## src/design/fls_page_lock.v

```verilog
// page lock state decode from the effective lock byte
`timescale 1ns/1ps
module fls_page_lock #(
   parameter PAGE_W = 6
) (
   // lock state
   input  wire [7:0]        lock_val,
   // page under test
   input  wire [PAGE_W-1:0] page,
   input  wire              is_lock_page,
   // result
   output wire              any_locked,
   output wire              page_locked
);
   // pages below 255-lock_val counted as locked; 0xFF locks none
   wire [8:0] nlock;
   assign nlock = {1'b0, ~lock_val};
   assign any_locked = (lock_val != 8'hFF);
   // lock page locked whenever any page is locked
   assign page_locked = (is_lock_page & any_locked)
                      | ({{(9-PAGE_W){1'b0}}, page} < nlock);
endmodule

```

## config.mk

```make
export PLATFORM = sky130hd
export DESIGN_NAME = fls_page_lock
export DESIGN_NICKNAME = d
export VERILOG_FILES = /design/src/design/fls_page_lock.v
export SDC_FILE = /design/constraint.sdc
export NUM_CORES = 1
export LEC_CHECK = 0
export BUFFER_PORTS_ARGS = -buffer_cell sky130_fd_sc_hd__clkbuf_2
export CAP_MARGIN = 40
export CORE_AREA = 2 2 39 41
export DETAILED_ROUTE_END_ITERATION = 16
export DIE_AREA = 0 0 41 43
export REMOVE_ABC_BUFFERS = 1
export SLEW_MARGIN = 15
export SYNTH_ARGS = -nofsm -noshare
export SYNTH_HDL_FRONTEND = slang
export SYNTH_SLANG_ARGS = --single-unit
export TNS_END_PERCENT = 10
```

## constraint.sdc

```tcl
create_clock -name vclk -period 1.23
set_clock_uncertainty 0.15 [all_clocks]
set_input_delay 0.246 -clock vclk [all_inputs]
set_output_delay 0.246 -clock vclk [all_outputs]
set_load 0.02 [all_outputs]
```

======== After elaboration in Yosys (flattened, before gate mapping) ========
Cells that the tools add are included.
storage, ports and cells
  register bits after elaboration ......... 0
  input port bits ......................... 15
  output and inout port bits .............. 2
  logic and storage cells ................. 5
operators by class
  magnitude comparators ................... 1
  equal/unequal tests ..................... 1
  bitwise operators ....................... 3
operators with widths
  operator                                               number
  6-bit by 8-bit less-than comparator with 1-bit output  1
  8-bit inequality test (second input constant)          1
  8-bit inverter                                         1
  1-bit AND                                              1
  1-bit OR                                               1

======== Longest topological paths before layout ========
  depth in word-level cells ............... 3
  mapped depth ............................ 4
  mapped depth without buffers ............ 4

======== Worst setup path before layout ========
Ideal clock, no wire load.
  kind .................................... in2out
  start point ............................. input port lock_val[2]
  end point ............................... output port page_locked
  data arrival time ....................... 1.091 ns
  data required time ...................... 0.834 ns
  path slack .............................. -0.257 ns
  stages .................................. 4
  path buffers ............................ 0
  cell sequence ........................... ha_1 -> a21o_1 -> o21ai_0 -> a221o_1
on the way
  cells in the longest elaborated chain, start to end .. 3
  elaborated cells on any way between the ends .. 5
  those cells by class .................... 1 x order compare; 1 x eq/ne; 3 x bitwise
RTL lines
  what                                                                                       RTL line  source
  from (decl)                                                                                7         input wire [7:0] lock_val,
  8-bit inverter / 8-bit inequality test (equally long branches)                             17, 18
  6-bit by 8-bit less-than comparator with 1-bit output / 1-bit AND (equally long branches)  21, 20
  1-bit OR *                                                                                 21        | ({{(9-PAGE_W){1'b0}}, page} < nlock);
  to (decl)                                                                                  13        output wire page_locked
Mark *: on every way between the ends. The rest lies on a longest branch, timed or not.

======== Worst setup path in the final report ========
Same ends and word-level chain as after synthesis.

==> results by group <==
Yosys
  – Top-count cell post-synth: ha_1
  – Netlist cell types: 10
  – Post-Synthesis Cell Area: 136 um^2
  – Area leader, netlist: ha_1
  – Register area share after synthesis: 0%
  – Syn Area/Cell: between 9 and 10 um^2
  – Warnings from Yosys: 0
  – Syn Inst Count: 15
  – Synth top area cells: ha_1 (46%), nand4_1 (9.2%), a221o_1 (7.3%), o211a_1 (7.3%), a211oi_1 (5.5%)
  – Post-synth top cells: ha_1 (5), nand4_1 (2)
  – Top-area cell type share of the netlist area: between 40% and 50%

Routing
  – Routed Antenna Nets: 0
  – Detailed Route WL: about 560 um
  – Vias per inst: between 4 and 5
  – Routed WL per cell: approximately 11 um
  – # DRC: 0
  – Starting DRT DRC Count: 1
  – TritonRoute pass-1 iters: 2
  – DR vias: ~220

Global routing
  – Initial antenna violation count: 0
  – Vias in the first global route: between 150 and 200
  – Largest net degree at the start of global routing: 3
  – GRT Residual Overflow: 0
  – First-pass GRT wire length: just under 700 um
  – GRT Resource Usage Total: approximately 5.3%

Final layout
  – Layout fillers: between 150 and 200
  – Register area: 0 um^2
  – Share of cells above drive strength 1: a little under three quarters
  – Synth-to-Final Area Change: 179%
  – Post-layout net count: 57
  – ANT cells: 0
  – Clock Buffer Count: 0
  – Util after Layout: between 20% and 30%
  – Seq_cells: 0

Worst setup path
  – Kind of critical path: input port to primary output
  – Crit. End Element: primary output
  – Worst path required time: around 0.83 ns
  – Crit path from: lock_val[2]
  – Worst-path fanout max: 2
  – Startpoint Class: input port
  – WP data arrival: approximately 1.3 ns

STA
  – Pins Over Slew Limit: 0
  – Slew of the pin with the lowest slew margin: a little over 0.2 ns
  – Maximum clock rate: between 500 and 600 MHz
  – Worst setup margin: -0.445 ns
  – Tcrit/Tclk final: 136%
  – RSZ-0062 raised after global routing: true
  – Period minus WS final: around 1.7 ns
  – Max-slew headroom: 86.1%
  – Setup Viol. Count Final: 2
  – Hold Fails Final Rpt: 0

Power
  – Clock power frac: 0%
  – Sequential share of power: 0%
  – Overall Power: approximately 0.11 mW
  – PwrDens: 278 nW/um^2
  – Sw Ratio: 36.6%
  – Logic pwr share: between 90% and 100%
  – Peak supply drop: 0.0726 mV
  – Switch Pwr: between 0.03 and 0.04 mW
  – Internal power: 0.0672 mW
  – Leakage Power: 0.171 nW

Flow run
  – Max_cap viols: 0

Placement
  – Routability cong.: roughly 0.56
  – Detailed-placement wirelength estimate: around 470 um
  – I/O Buffers: 17
  – Setup WS pre-CTS: -0.492 ns

Floorplan
  – Row count: 14
  – Die Height: roughly 43 um
  – Io pins: 17
  – Die ar.: between 1500 and 2000 um^2
  – Core ar.: ~1400 um^2
  – Initial core utilization: under 10%
  – Die width: 41 um

Outcome
  – Status: finished, violations left
  – Violated checks: negative setup slack

CTS
  – Postcts setup bufs: 0

Min path
  – Min-Delay Path Class: input port to primary output
  – Hold path start: is_lock_page
-- logic make-up after synthesis --
group	synth area share, %
and+or+nand+nor	13.8
adders and majority gates	45.9
AOI/OAI and AO/OA	40.4
-- layer usage --
metal  vias up  GRT usage, %  wire [um]
met3         0             0         36
met2        12          10.9        291
met1        97          5.70        231
met4         0             0          0
met5         -             0          0
li1        106             -          -
-- layout by cell type, fill, tap and decap left out --
cell type	count
nand4_1	2
or2_1	1
o21a_1	1
o211a_1	1
clkbuf_2	8
a211oi_1	1
a21o_1	1
ha_1	1
buf_8	1
o211ai_1	1
buf_6	7
buf_4	3
ha_4	4
o21ai_2	1
a221o_1	1
clkbuf_8	1
-- power groups by stage --
stage / clock network [mW] / logic, mW / registers (mW)
4_1_cts: 0 / 0.0829 / 0
3_5_place_dp: 0 / 0.0701 / 0
2_1_floorplan: 0 / 0.0288 / 0
5_1_grt: 0 / 0.118 / 0
6_report: 0 / 0.106 / 0
3_3_place_gp: 0 / 0.0670 / 0
-- final timing paths --
path | cells past startpoint | end | slack, ns
max | 6 | page_locked | -0.44
min | 3 | page_locked | 0.71
-- timing repair --
action	4_1_cts	5_1_grt
setup endpoints to repair	2	2
pin swaps	0	8
hold buffers	0	0
gates resized for setup	6	19
-- final cells by class --
cell class                 instances  area (um^2)  share of cell area [%]
timing repair buffer              20          170                    44.7
tap                               16         20.0                    5.26
multi-input combinational         15          190                    50.0
-- per-stage QoR --
step	instances	hold slack [ns]	area [um^2]	TNS, ns
finish	51	0.713	380	-0.521
global route	51	0.740	380	-0.581
CTS	51	0.715	307	-0.592
detailed placement	51	0.721	264	-0.630
global placement	51	0.707	264	-0.569
floorplan	15	0.575	136	-0.257
-- worst max-delay path, stage by stage --
cell      delay (ns)
buf_8           0.10
ha_4            0.25
o211a_1         0.15
o21ai_2         0.05
a221o_1         0.32
clkbuf_8        0.15
Note: power is estimated with default switching activity, not from simulation.
